[src/core/fpc_pkg.sv]
package fpc_pkg;

  // ----------------------------------------------------------------
  // Number format
  // ----------------------------------------------------------------
  localparam int EXP_BITS = 8;
  localparam int FRAC_BITS = 23;
  localparam int EXP_BIAS = 127;
  localparam int EXP_MIN = -126;
  localparam int EXP_MAX = 127;
  localparam int TEXP_BITS = 10;
  localparam logic [31:0] QNAN_INDEFINITE = 32'hFFC0_0000;

  // ----------------------------------------------------------------
  // Register map (byte addresses)
  // ----------------------------------------------------------------
  localparam logic [7:0] ADDR_CTRL = 8'h00;
  localparam logic [7:0] ADDR_OPA = 8'h04;
  localparam logic [7:0] ADDR_OPB = 8'h08;
  localparam logic [7:0] ADDR_CMD = 8'h0C;
  localparam logic [7:0] ADDR_RESULT = 8'h10;
  localparam logic [7:0] ADDR_STATUS = 8'h14;
  localparam logic [7:0] ADDR_FLAGS = 8'h18;

  // Control register fields.
  localparam int CTRL_VECTOR_BIT = 0;
  localparam int CTRL_MASK_BIT = 1;
  localparam logic [31:0] CTRL_RESET = 32'h0000_0002;

  // Command register fields.
  localparam int CMD_OP_LSB = 0;
  localparam int CMD_UNARY_BIT = 2;
  localparam int CMD_INVALID_BIT = 3;
  localparam int CMD_SIGN_BIT = 4;
  localparam int CMD_TEXP_LSB = 16;

  // Status register fields.
  localparam int STAT_CLASS_A_LSB = 0;
  localparam int STAT_CLASS_B_LSB = 4;
  localparam int STAT_CMP_LSB = 8;
  localparam int STAT_WRITTEN_BIT = 12;
  localparam int STAT_DONE_BIT = 13;

  // Sticky flag bits, write one to clear.
  localparam int FLAG_INVALID = 0;
  localparam int FLAG_DENORM = 1;
  localparam int FLAG_UNDERFLOW = 2;
  localparam int FLAG_TRAP = 3;
  localparam int FLAG_COUNT = 4;

  localparam logic [1:0] RESP_OKAY = 2'b00;
  localparam logic [1:0] RESP_SLVERR = 2'b10;

  typedef enum logic [1:0] {OP_SELECT, OP_COMPARE, OP_PACK} fpc_op_e;
  typedef enum logic [2:0] {CL_ZERO, CL_DENORM, CL_NORMAL, CL_INF, CL_QNAN, CL_SNAN} fpc_class_e;
  typedef enum logic [1:0] {CMP_EQ, CMP_LT, CMP_GT, CMP_UN} fpc_cmp_e;

endpackage

[src/core/fpc_classify_nan.sv]
// Register access over AXI4-Lite and the register offsets were left to the implementer.
`timescale 1ns/1ps
module fpc_classify_nan #(
  parameter int EXP_W = fpc_pkg::EXP_BITS,
  parameter int FRAC_W = fpc_pkg::FRAC_BITS
) (
  input wire logic aclk, // Core clock.
  input wire logic aresetn, // Synchronous reset, active low.
  input wire logic [7:0] s_axi_awaddr, // Write address.
  input wire logic [2:0] s_axi_awprot, // Write protection, unused.
  input wire logic s_axi_awvalid, // Write address valid.
  output logic s_axi_awready, // Write address ready.
  input wire logic [31:0] s_axi_wdata, // Write data.
  input wire logic [3:0] s_axi_wstrb, // Write byte strobes.
  input wire logic s_axi_wvalid, // Write data valid.
  output logic s_axi_wready, // Write data ready.
  output logic [1:0] s_axi_bresp, // Write response.
  output logic s_axi_bvalid, // Write response valid.
  input wire logic s_axi_bready, // Write response ready.
  input wire logic [7:0] s_axi_araddr, // Read address.
  input wire logic [2:0] s_axi_arprot, // Read protection, unused.
  input wire logic s_axi_arvalid, // Read address valid.
  output logic s_axi_arready, // Read address ready.
  output logic [31:0] s_axi_rdata, // Read data.
  output logic [1:0] s_axi_rresp, // Read response.
  output logic s_axi_rvalid, // Read data valid.
  input wire logic s_axi_rready, // Read data ready.
  output logic result_valid, // One-cycle pulse when a command completes.
  output logic invalid_trap // One-cycle pulse on an unmasked invalid operation.
);

  localparam int W = 1 + EXP_W + FRAC_W;
  localparam int SW = FRAC_W + 1;
  localparam int XW = fpc_pkg::TEXP_BITS;

  // ----------------------------------------------------------------
  // Helper functions
  // ----------------------------------------------------------------
  function automatic fpc_pkg::fpc_class_e classify(input logic [W-1:0] v);
    logic [EXP_W-1:0] e;
    logic [FRAC_W-1:0] f;
    e = v[W-2 -: EXP_W];
    f = v[FRAC_W-1:0];
    if (&e) begin
      if (f == '0) begin
        classify = fpc_pkg::CL_INF;
      end else if (f[FRAC_W-1]) begin
        classify = fpc_pkg::CL_QNAN;
      end else begin
        classify = fpc_pkg::CL_SNAN;
      end
    end else if (e == '0) begin
      classify = (f == '0) ? fpc_pkg::CL_ZERO : fpc_pkg::CL_DENORM;
    end else begin
      classify = fpc_pkg::CL_NORMAL;
    end
  endfunction

  function automatic logic [W-1:0] quiet(input logic [W-1:0] v);
    quiet = v;
    quiet[FRAC_W-1] = 1'b1;
  endfunction

  function automatic logic is_nan(input fpc_pkg::fpc_class_e c);
    is_nan = (c == fpc_pkg::CL_QNAN) || (c == fpc_pkg::CL_SNAN);
  endfunction

  // Maps a non-NaN encoding onto an unsigned key whose order is numeric order.
  function automatic logic [W-1:0] order_key(input logic [W-1:0] v);
    order_key = v[W-1] ? ~v : {1'b1, v[W-2:0]};
  endfunction

  // ----------------------------------------------------------------
  // Register state
  // ----------------------------------------------------------------
  logic ctrl_vector;
  logic ctrl_mask;
  logic [W-1:0] opa;
  logic [W-1:0] opb;
  logic [31:0] cmd;
  logic go;
  logic [W-1:0] result;
  logic [2:0] class_a;
  logic [2:0] class_b;
  logic [1:0] cmp_code;
  logic written;
  logic done;
  logic [fpc_pkg::FLAG_COUNT-1:0] flags;

  // ----------------------------------------------------------------
  // AXI4-Lite write channel
  // ----------------------------------------------------------------
  logic aw_full;
  logic w_full;
  logic [7:0] aw_addr;
  logic [31:0] w_data;
  logic [3:0] w_strb;
  logic bvalid;
  logic [1:0] bresp;

  wire aw_take = s_axi_awvalid && !aw_full;
  wire w_take = s_axi_wvalid && !w_full;
  wire do_write = aw_full && w_full && !bvalid;
  wire [31:0] wmask = {{8{w_strb[3]}}, {8{w_strb[2]}}, {8{w_strb[1]}}, {8{w_strb[0]}}};
  wire wr_ctrl = do_write && (aw_addr == fpc_pkg::ADDR_CTRL);
  wire wr_opa = do_write && (aw_addr == fpc_pkg::ADDR_OPA);
  wire wr_opb = do_write && (aw_addr == fpc_pkg::ADDR_OPB);
  wire wr_cmd = do_write && (aw_addr == fpc_pkg::ADDR_CMD);
  wire wr_flags = do_write && (aw_addr == fpc_pkg::ADDR_FLAGS);
  wire wr_mapped = wr_ctrl || wr_opa || wr_opb || wr_cmd || wr_flags;
  wire [31:0] ctrl_word = {30'h0, ctrl_mask, ctrl_vector};
  wire [31:0] ctrl_new = (ctrl_word & ~wmask) | (w_data & wmask);
  wire [31:0] opa_new = (32'(opa) & ~wmask) | (w_data & wmask);
  wire [31:0] opb_new = (32'(opb) & ~wmask) | (w_data & wmask);
  wire [31:0] cmd_new = w_data & wmask;
  wire [fpc_pkg::FLAG_COUNT-1:0] flag_clr =
    wr_flags ? w_data[fpc_pkg::FLAG_COUNT-1:0] & wmask[fpc_pkg::FLAG_COUNT-1:0] : '0;

  assign s_axi_awready = !aw_full;
  assign s_axi_wready = !w_full;
  assign s_axi_bvalid = bvalid;
  assign s_axi_bresp = bresp;

  always_ff @(posedge aclk) begin
    if (!aresetn) begin
      aw_full <= 1'b0;
      w_full <= 1'b0;
      aw_addr <= '0;
      w_data <= '0;
      w_strb <= '0;
      bvalid <= 1'b0;
      bresp <= fpc_pkg::RESP_OKAY;
    end else begin
      if (aw_take) begin
        aw_full <= 1'b1;
        aw_addr <= s_axi_awaddr;
      end else if (do_write) begin
        aw_full <= 1'b0;
      end
      if (w_take) begin
        w_full <= 1'b1;
        w_data <= s_axi_wdata;
        w_strb <= s_axi_wstrb;
      end else if (do_write) begin
        w_full <= 1'b0;
      end
      if (do_write) begin
        bvalid <= 1'b1;
        bresp <= wr_mapped ? fpc_pkg::RESP_OKAY : fpc_pkg::RESP_SLVERR;
      end else if (s_axi_bready) begin
        bvalid <= 1'b0;
      end
    end
  end

  // ----------------------------------------------------------------
  // Software-written registers
  // ----------------------------------------------------------------
  always_ff @(posedge aclk) begin
    if (!aresetn) begin
      ctrl_vector <= fpc_pkg::CTRL_RESET[fpc_pkg::CTRL_VECTOR_BIT];
      ctrl_mask <= fpc_pkg::CTRL_RESET[fpc_pkg::CTRL_MASK_BIT];
      opa <= '0;
      opb <= '0;
      cmd <= '0;
      go <= 1'b0;
    end else begin
      if (wr_ctrl) begin
        ctrl_vector <= ctrl_new[fpc_pkg::CTRL_VECTOR_BIT];
        ctrl_mask <= ctrl_new[fpc_pkg::CTRL_MASK_BIT];
      end
      if (wr_opa) begin
        opa <= opa_new[W-1:0];
      end
      if (wr_opb) begin
        opb <= opb_new[W-1:0];
      end
      if (wr_cmd) begin
        cmd <= cmd_new;
      end
      go <= wr_cmd;
    end
  end

  // ----------------------------------------------------------------
  // Classification and NaN selection
  // ----------------------------------------------------------------
  wire fpc_pkg::fpc_op_e op = fpc_pkg::fpc_op_e'(cmd[fpc_pkg::CMD_OP_LSB +: 2]);
  wire unary = cmd[fpc_pkg::CMD_UNARY_BIT];
  wire inv_req = cmd[fpc_pkg::CMD_INVALID_BIT];
  wire fpc_pkg::fpc_class_e ca = classify(opa);
  wire fpc_pkg::fpc_class_e cb_raw = classify(opb);
  wire fpc_pkg::fpc_class_e cb = unary ? fpc_pkg::CL_ZERO : cb_raw;
  wire a_nan = is_nan(ca);
  wire b_nan = is_nan(cb);
  wire a_snan = (ca == fpc_pkg::CL_SNAN);
  wire b_snan = (cb == fpc_pkg::CL_SNAN);
  wire any_snan = (op != fpc_pkg::OP_PACK) && (a_snan || b_snan);
  wire any_denorm = (op != fpc_pkg::OP_PACK) &&
    ((ca == fpc_pkg::CL_DENORM) || (cb == fpc_pkg::CL_DENORM));
  wire a_larger = opa[FRAC_W-2:0] >= opb[FRAC_W-2:0];
  // Infinity alone never raises; only an explicit invalid request or a signaling source does.
  wire invalid = any_snan || ((op == fpc_pkg::OP_SELECT) && inv_req && !a_nan && !b_nan);
  wire trap = invalid && !ctrl_mask;

  logic [W-1:0] nan_pick;
  always_comb begin
    if (a_nan && b_nan) begin
      if (ctrl_vector) begin
        nan_pick = quiet(opa);
      end else if (a_snan != b_snan) begin
        nan_pick = a_snan ? opb : opa;
      end else begin
        nan_pick = quiet(a_larger ? opa : opb);
      end
    end else if (a_nan) begin
      nan_pick = quiet(opa);
    end else if (b_nan) begin
      nan_pick = quiet(opb);
    end else if (inv_req) begin
      nan_pick = fpc_pkg::QNAN_INDEFINITE[W-1:0];
    end else begin
      nan_pick = opa;
    end
  end

  // ----------------------------------------------------------------
  // Compare
  // ----------------------------------------------------------------
  wire both_zero = (ca == fpc_pkg::CL_ZERO) && (cb_raw == fpc_pkg::CL_ZERO);
  wire [W-1:0] key_a = order_key(opa);
  wire [W-1:0] key_b = order_key(opb);
  logic [1:0] cmp_now;
  always_comb begin
    if (a_nan || is_nan(cb_raw)) begin
      cmp_now = fpc_pkg::CMP_UN;
    end else if (both_zero || key_a == key_b) begin
      cmp_now = fpc_pkg::CMP_EQ;
    end else if (key_a < key_b) begin
      cmp_now = fpc_pkg::CMP_LT;
    end else begin
      cmp_now = fpc_pkg::CMP_GT;
    end
  end

  // ----------------------------------------------------------------
  // Pack: normalize, denormalize and bias
  // ----------------------------------------------------------------
  wire signed [XW-1:0] pack_texp = cmd[fpc_pkg::CMD_TEXP_LSB +: XW];
  wire [SW-1:0] pack_sig = opb[SW-1:0];
  int lz;
  int pexp;
  int shamt;
  logic [SW-1:0] psig;
  logic [W-1:0] pack_res;
  logic pack_uf;
  always_comb begin
    lz = 0;
    for (int i = 0; i < SW; i++) begin
      if (pack_sig[i]) begin
        lz = SW - 1 - i;
      end
    end
    pexp = int'(pack_texp) - lz;
    psig = pack_sig << lz;
    shamt = fpc_pkg::EXP_MIN - pexp;
    pack_uf = 1'b0;
    if (pack_sig == '0) begin
      pack_res = {cmd[fpc_pkg::CMD_SIGN_BIT], {(W-1){1'b0}}};
    end else if (pexp > fpc_pkg::EXP_MAX) begin
      pack_res = {cmd[fpc_pkg::CMD_SIGN_BIT], {EXP_W{1'b1}}, {FRAC_W{1'b0}}};
    end else begin
      if (shamt > 0) begin
        psig = (shamt >= SW) ? '0 : psig >> shamt;
        pexp = fpc_pkg::EXP_MIN;
      end
      pack_uf = (psig != '0) && !psig[SW-1];
      pack_res = {cmd[fpc_pkg::CMD_SIGN_BIT],
        psig[SW-1] ? EXP_W'(pexp + fpc_pkg::EXP_BIAS) : {EXP_W{1'b0}},
        psig[SW-2:0]};
    end
  end

  // ----------------------------------------------------------------
  // Registered results and sticky flags
  // ----------------------------------------------------------------
  logic [W-1:0] next_result;
  always_comb begin
    unique case (op)
      fpc_pkg::OP_COMPARE: next_result = W'(cmp_now);
      fpc_pkg::OP_PACK: next_result = pack_res;
      default: next_result = nan_pick;
    endcase
  end

  wire [fpc_pkg::FLAG_COUNT-1:0] flag_set = go ?
    {trap, op == fpc_pkg::OP_PACK && pack_uf, any_denorm, invalid} : '0;

  always_ff @(posedge aclk) begin
    if (!aresetn) begin
      result <= '0;
      class_a <= '0;
      class_b <= '0;
      cmp_code <= '0;
      written <= 1'b0;
      done <= 1'b0;
      result_valid <= 1'b0;
      invalid_trap <= 1'b0;
      flags <= '0;
    end else begin
      result_valid <= go;
      invalid_trap <= go && trap;
      if (wr_cmd) begin
        done <= 1'b0;
      end else if (go) begin
        done <= 1'b1;
      end
      if (go) begin
        class_a <= ca;
        class_b <= cb_raw;
        cmp_code <= cmp_now;
        written <= !trap;
        if (!trap) begin
          result <= next_result;
        end
      end
      flags <= (flags & ~flag_clr) | flag_set;
    end
  end

  // ----------------------------------------------------------------
  // AXI4-Lite read channel
  // ----------------------------------------------------------------
  logic rvalid;
  logic [31:0] rdata;
  logic [1:0] rresp;
  wire ar_take = s_axi_arvalid && !rvalid;
  wire [31:0] status_word = 32'({done, written, 2'b00, cmp_code, 1'b0, class_b, 1'b0, class_a});
  logic [31:0] rd_word;
  logic rd_ok;
  always_comb begin
    rd_ok = 1'b1;
    unique case (s_axi_araddr)
      fpc_pkg::ADDR_CTRL: rd_word = ctrl_word;
      fpc_pkg::ADDR_OPA: rd_word = 32'(opa);
      fpc_pkg::ADDR_OPB: rd_word = 32'(opb);
      fpc_pkg::ADDR_CMD: rd_word = cmd;
      fpc_pkg::ADDR_RESULT: rd_word = 32'(result);
      fpc_pkg::ADDR_STATUS: rd_word = status_word;
      fpc_pkg::ADDR_FLAGS: rd_word = 32'(flags);
      default: begin
        rd_word = '0;
        rd_ok = 1'b0;
      end
    endcase
  end

  assign s_axi_arready = !rvalid;
  assign s_axi_rvalid = rvalid;
  assign s_axi_rdata = rdata;
  assign s_axi_rresp = rresp;

  always_ff @(posedge aclk) begin
    if (!aresetn) begin
      rvalid <= 1'b0;
      rdata <= '0;
      rresp <= fpc_pkg::RESP_OKAY;
    end else if (ar_take) begin
      rvalid <= 1'b1;
      rdata <= rd_word;
      rresp <= rd_ok ? fpc_pkg::RESP_OKAY : fpc_pkg::RESP_SLVERR;
    end else if (s_axi_rready) begin
      rvalid <= 1'b0;
    end
  end

endmodule

[config.mk]
export PLATFORM = sky130hd
export DESIGN_NAME = fpc_classify_nan
export DESIGN_NICKNAME = d
export VERILOG_FILES = /design/src/core/fpc_pkg.sv /design/src/core/fpc_classify_nan.sv
export SDC_FILE = /design/constraint.sdc
export NUM_CORES = 1
export LEC_CHECK = 0
export BUFFER_PORTS_ARGS = -buffer_cell sky130_fd_sc_hd__buf_4
export CORE_ASPECT_RATIO = 2
export CORE_UTILIZATION = 42
export CTS_BUF_LIST = sky130_fd_sc_hd__clkbuf_2 sky130_fd_sc_hd__clkbuf_4 sky130_fd_sc_hd__clkbuf_8
export CTS_CLUSTER_SIZE = 40
export DETAILED_ROUTE_END_ITERATION = 6
export PLACE_DENSITY = 0.59
export SYNTH_ARGS = -nofsm -noshare
export SYNTH_HDL_FRONTEND = slang
export SYNTH_SLANG_ARGS = --single-unit
[constraint.sdc]
create_clock -name aclk -period 8.15 [get_ports aclk]
set_clock_uncertainty 0.15 [all_clocks]
set_input_delay 1.2225 -clock aclk [delete_from_list [all_inputs] [get_ports aclk]]
set_output_delay 1.2225 -clock aclk [all_outputs]
set_load 0.005 [all_outputs]
==> impl_metrics.json <==
{
  "reg2reg_depth": 28,
  "required_ns": 8.48,
  "clk_pin_slew_worst_paths_ns": 0.08,
  "synth-async-reset-ratio_pct": 0,
  "clock-sinks": 229,
  "dr_wl_met3_mm": 5.35,
  "intPower_mw": 1.78,
  "final_area_um2": 18900,
  "drtAntennaViolNets": 0,
  "grt_pass1_wl_mm": 114,
  "die_h_um": 285,
  "start_util_pct": 42.7,
  "drtPass1Iterations": 6,
  "hold_path.class": "flip-flop to flip-flop",
  "clockBufferDepth": 3,
  "post-route-min-period_ns": 7.50,
  "hold_start": "done$_SDFFE_PP0P_",
  "met1_length_mm": 25.1,
  "ys_seq_elements": 229,
  "critical_path.max_stage_delay_ns": 0.61,
  "swShare_pct": 25.3,
  "globalRouteTotalUtil_pct": 37.9,
  "regArea_um2": 4590,
  "synth_edf_count": 0,
  "relSlewSlack_pct": 9.46,
  "max_freq_mhz": 133,
  "top_layer_used": "met5",
  "setup_viol_count_final": 0,
  "fin_crit_sh_pct": 92.1,
  "clock_power_share_pct": 45.7,
  "cts_root_buf": "clkbuf_8",
  "yosysTopAreaCellShare_pct": 27.2,
  "combPwrFrac_pct": 5.7,
  "synth_cell_types": 108,
  "seq_power_share_pct": 48.6,
  "yosysSeqAreaShare_pct": 27.2,
  "first_iter_violations": 1655,
  "route.detailed.drc": 0,
  "setup-tns-final_ns": 0,
  "ys.flop_type": "dfxtp_1",
  "gp_congestion": 1.04,
  "placed_area_um2": 18100,
  "hold_buffers": 0,
  "worstPathArrival_ns": 7.84,
  "antenna_found_initial": 5,
  "mostFrequentLayoutCells": "313 x nand2_1, 262 x nor2_1, 255 x a21oi_1",
  "status": "finished clean",
  "core_area_um2": 39400,
  "io_pins": 108,
  "wl_per_cell_um": 27.1,
  "grt_pass1_vias": 17786,
  "critPathSlowestCell": "or4_1",
  "num_vias": 18446,
  "finalMaxSlewViolations": 0,
  "synthTopCellsByArea": "dfxtp_1 27%, a21oi_1 7.6%, nand2_1 7.0%, nor2_1 5.8%, ha_1 5.4%",
  "tritoncts": "yes",
  "power_density_nw_per_um2": 126,
  "wl_met2_mm": 38.3,
  "yosysTopAreaCell": "dfxtp_1",
  "nets": 2436,
  "grt_overflow_total": 0,
  "cp-start-kind": "flip-flop",
  "io_buffers": 99,
  "tritoncts.num_buffers": 35,
  "worstPathMaxFanout": 19,
  "maxCapViolCount": 0,
  "hold_path_end": "done$_SDFFE_PP0P_",
  "wirelength_mm": 77.2,
  "crit_path_end_kind": "flip-flop",
  "ir_drop_uv": 145,
  "drive_above_1_share_pct": 13.4,
  "fillers": 4071,
  "grt_setup_unrepaired": "no",
  "r2r_slack_ns": 0.65,
  "p_leak_nw": 7.27,
  "dieWidth_um": 144,
  "tightest_slew_ns": 1.35,
  "synth_warnings": 0,
  "synth_area_um2": 16800,
  "clock_latency_ns": 0.56,
  "cts_resized": 0,
  "multi_input_area_um2": 11300,
  "rows": 103,
  "grt_max_degree": 82,
  "synth.avg_cell_area_um2": 7.48,
  "synth_cells": 2252,
  "dp_hpwl_mm": 57.8,
  "reg2reg_to": "result[27]$_SDFFE_PN0P_",
  "hold_violations": 0,
  "post-cts-setup-buffer-count": 0,
  "critPathKind": "flip-flop to flip-flop",
  "htreeDepth": 2,
  "area_growth_pct": 12.3,
  "dieArea_um2": 40900,
  "hold_depth": 1,
  "p_sw_uw": 603,
  "final_common_cell": "nand2_1",
  "vias_per_cell": 6.47
}
==> synthesized netlist by cell type (all sizes together), types with 48 or more instances <==
| master | count |
|---|---|
| a21oi | 257 |
| buf | 52 |
| clkbuf | 116 |
| dfxtp | 229 |
| ha | 73 |
| inv | 56 |
| mux2i | 79 |
| nand2 | 314 |
| nand3 | 49 |
| nor2 | 264 |
| o21ai | 93 |
| xnor2 | 48 |
==> layout make-up <==
type / instances / area share (%)
tap: 525 / 3.47
timing repair buffer: 175 / 6.93
antenna: 4 / 0.0529
clock buffer: 55 / 3.80
clock inverter: 6 / 0.337
inverter: 56 / 1.15
sequential: 229 / 24.3
multi-input combinational: 1800 / 60.0
==> cells by family (layout without fill, tap and decap cells) <==
group	count (synthesis)	after routing	synth area share (%)
AOI/OAI and AO/OA	706	706	28.3
xor gates and xnor gates	85	85	4.42
adders and majority gates	74	74	5.54
buffers and inverters	224	292	5.68
DFF	229	229	27.2
muxes	87	87	5.68
other	1	6	0.0223
and+or+nand+nor	846	846	23.1
==> through the flow <==
step	hold WS [ns]	cells	setup WS [ns]	total power [mW]	utilization, %
2_1_floorplan	0.278	2253	1.62	1.25	-
3_3_place_gp	0.285	2783	0.901	1.32	45.9
3_5_place_dp	0.293	2783	0.772	1.32	45.9
4_1_cts	0.311	2844	0.759	2.39	47.9
5_1_grt	0.330	2848	0.231	2.44	47.9
6_report	0.312	2850	0.647	2.39	48.0
==> power by group through the flow <==
stage | Sequential [mW] | Clock [mW] | Combinational [mW]
floorplan | 1.17 | 0 | 0.0811
global placement | 1.18 | 0 | 0.132
detailed placement | 1.18 | 0 | 0.133
CTS | 1.16 | 1.10 | 0.134
global route | 1.16 | 1.14 | 0.146
finish | 1.16 | 1.09 | 0.135
==> worst max-delay path, delay by kind of cell (launching register included) <==
family	cells	cell delay (ns)
AND/OR/NAND/NOR	12	2.99
AO/OA/AOI/OAI	9	1.76
adder cells (fa/ha/maj)	3	0.95
buffers and inverters	3	0.75
flip-flops	1	0.51
XOR/XNOR	1	0.30
==> worst max path at each step <==
stage                    from                      end  slack (ns)
finish              flip-flop  result[27]$_SDFFE_PN0P_        0.65
global route        flip-flop  result[29]$_SDFFE_PN0P_        0.23
global placement    flip-flop  result[29]$_SDFFE_PN0P_        0.90
CTS                 flip-flop  result[27]$_SDFFE_PN0P_        0.76
detailed placement  flip-flop  result[27]$_SDFFE_PN0P_        0.77
floorplan           flip-flop  result[29]$_SDFFE_PN0P_        1.62
==> routing by layer <==
metal / track usage, % / up-vias
met4: 36.7 / 2
met2: 65.1 / 1020
met1: 36.7 / 8742
li1: - / 8310
met5: 0 / -
met3: 8.35 / 372
Note: power is estimated with default switching activity, not from simulation.
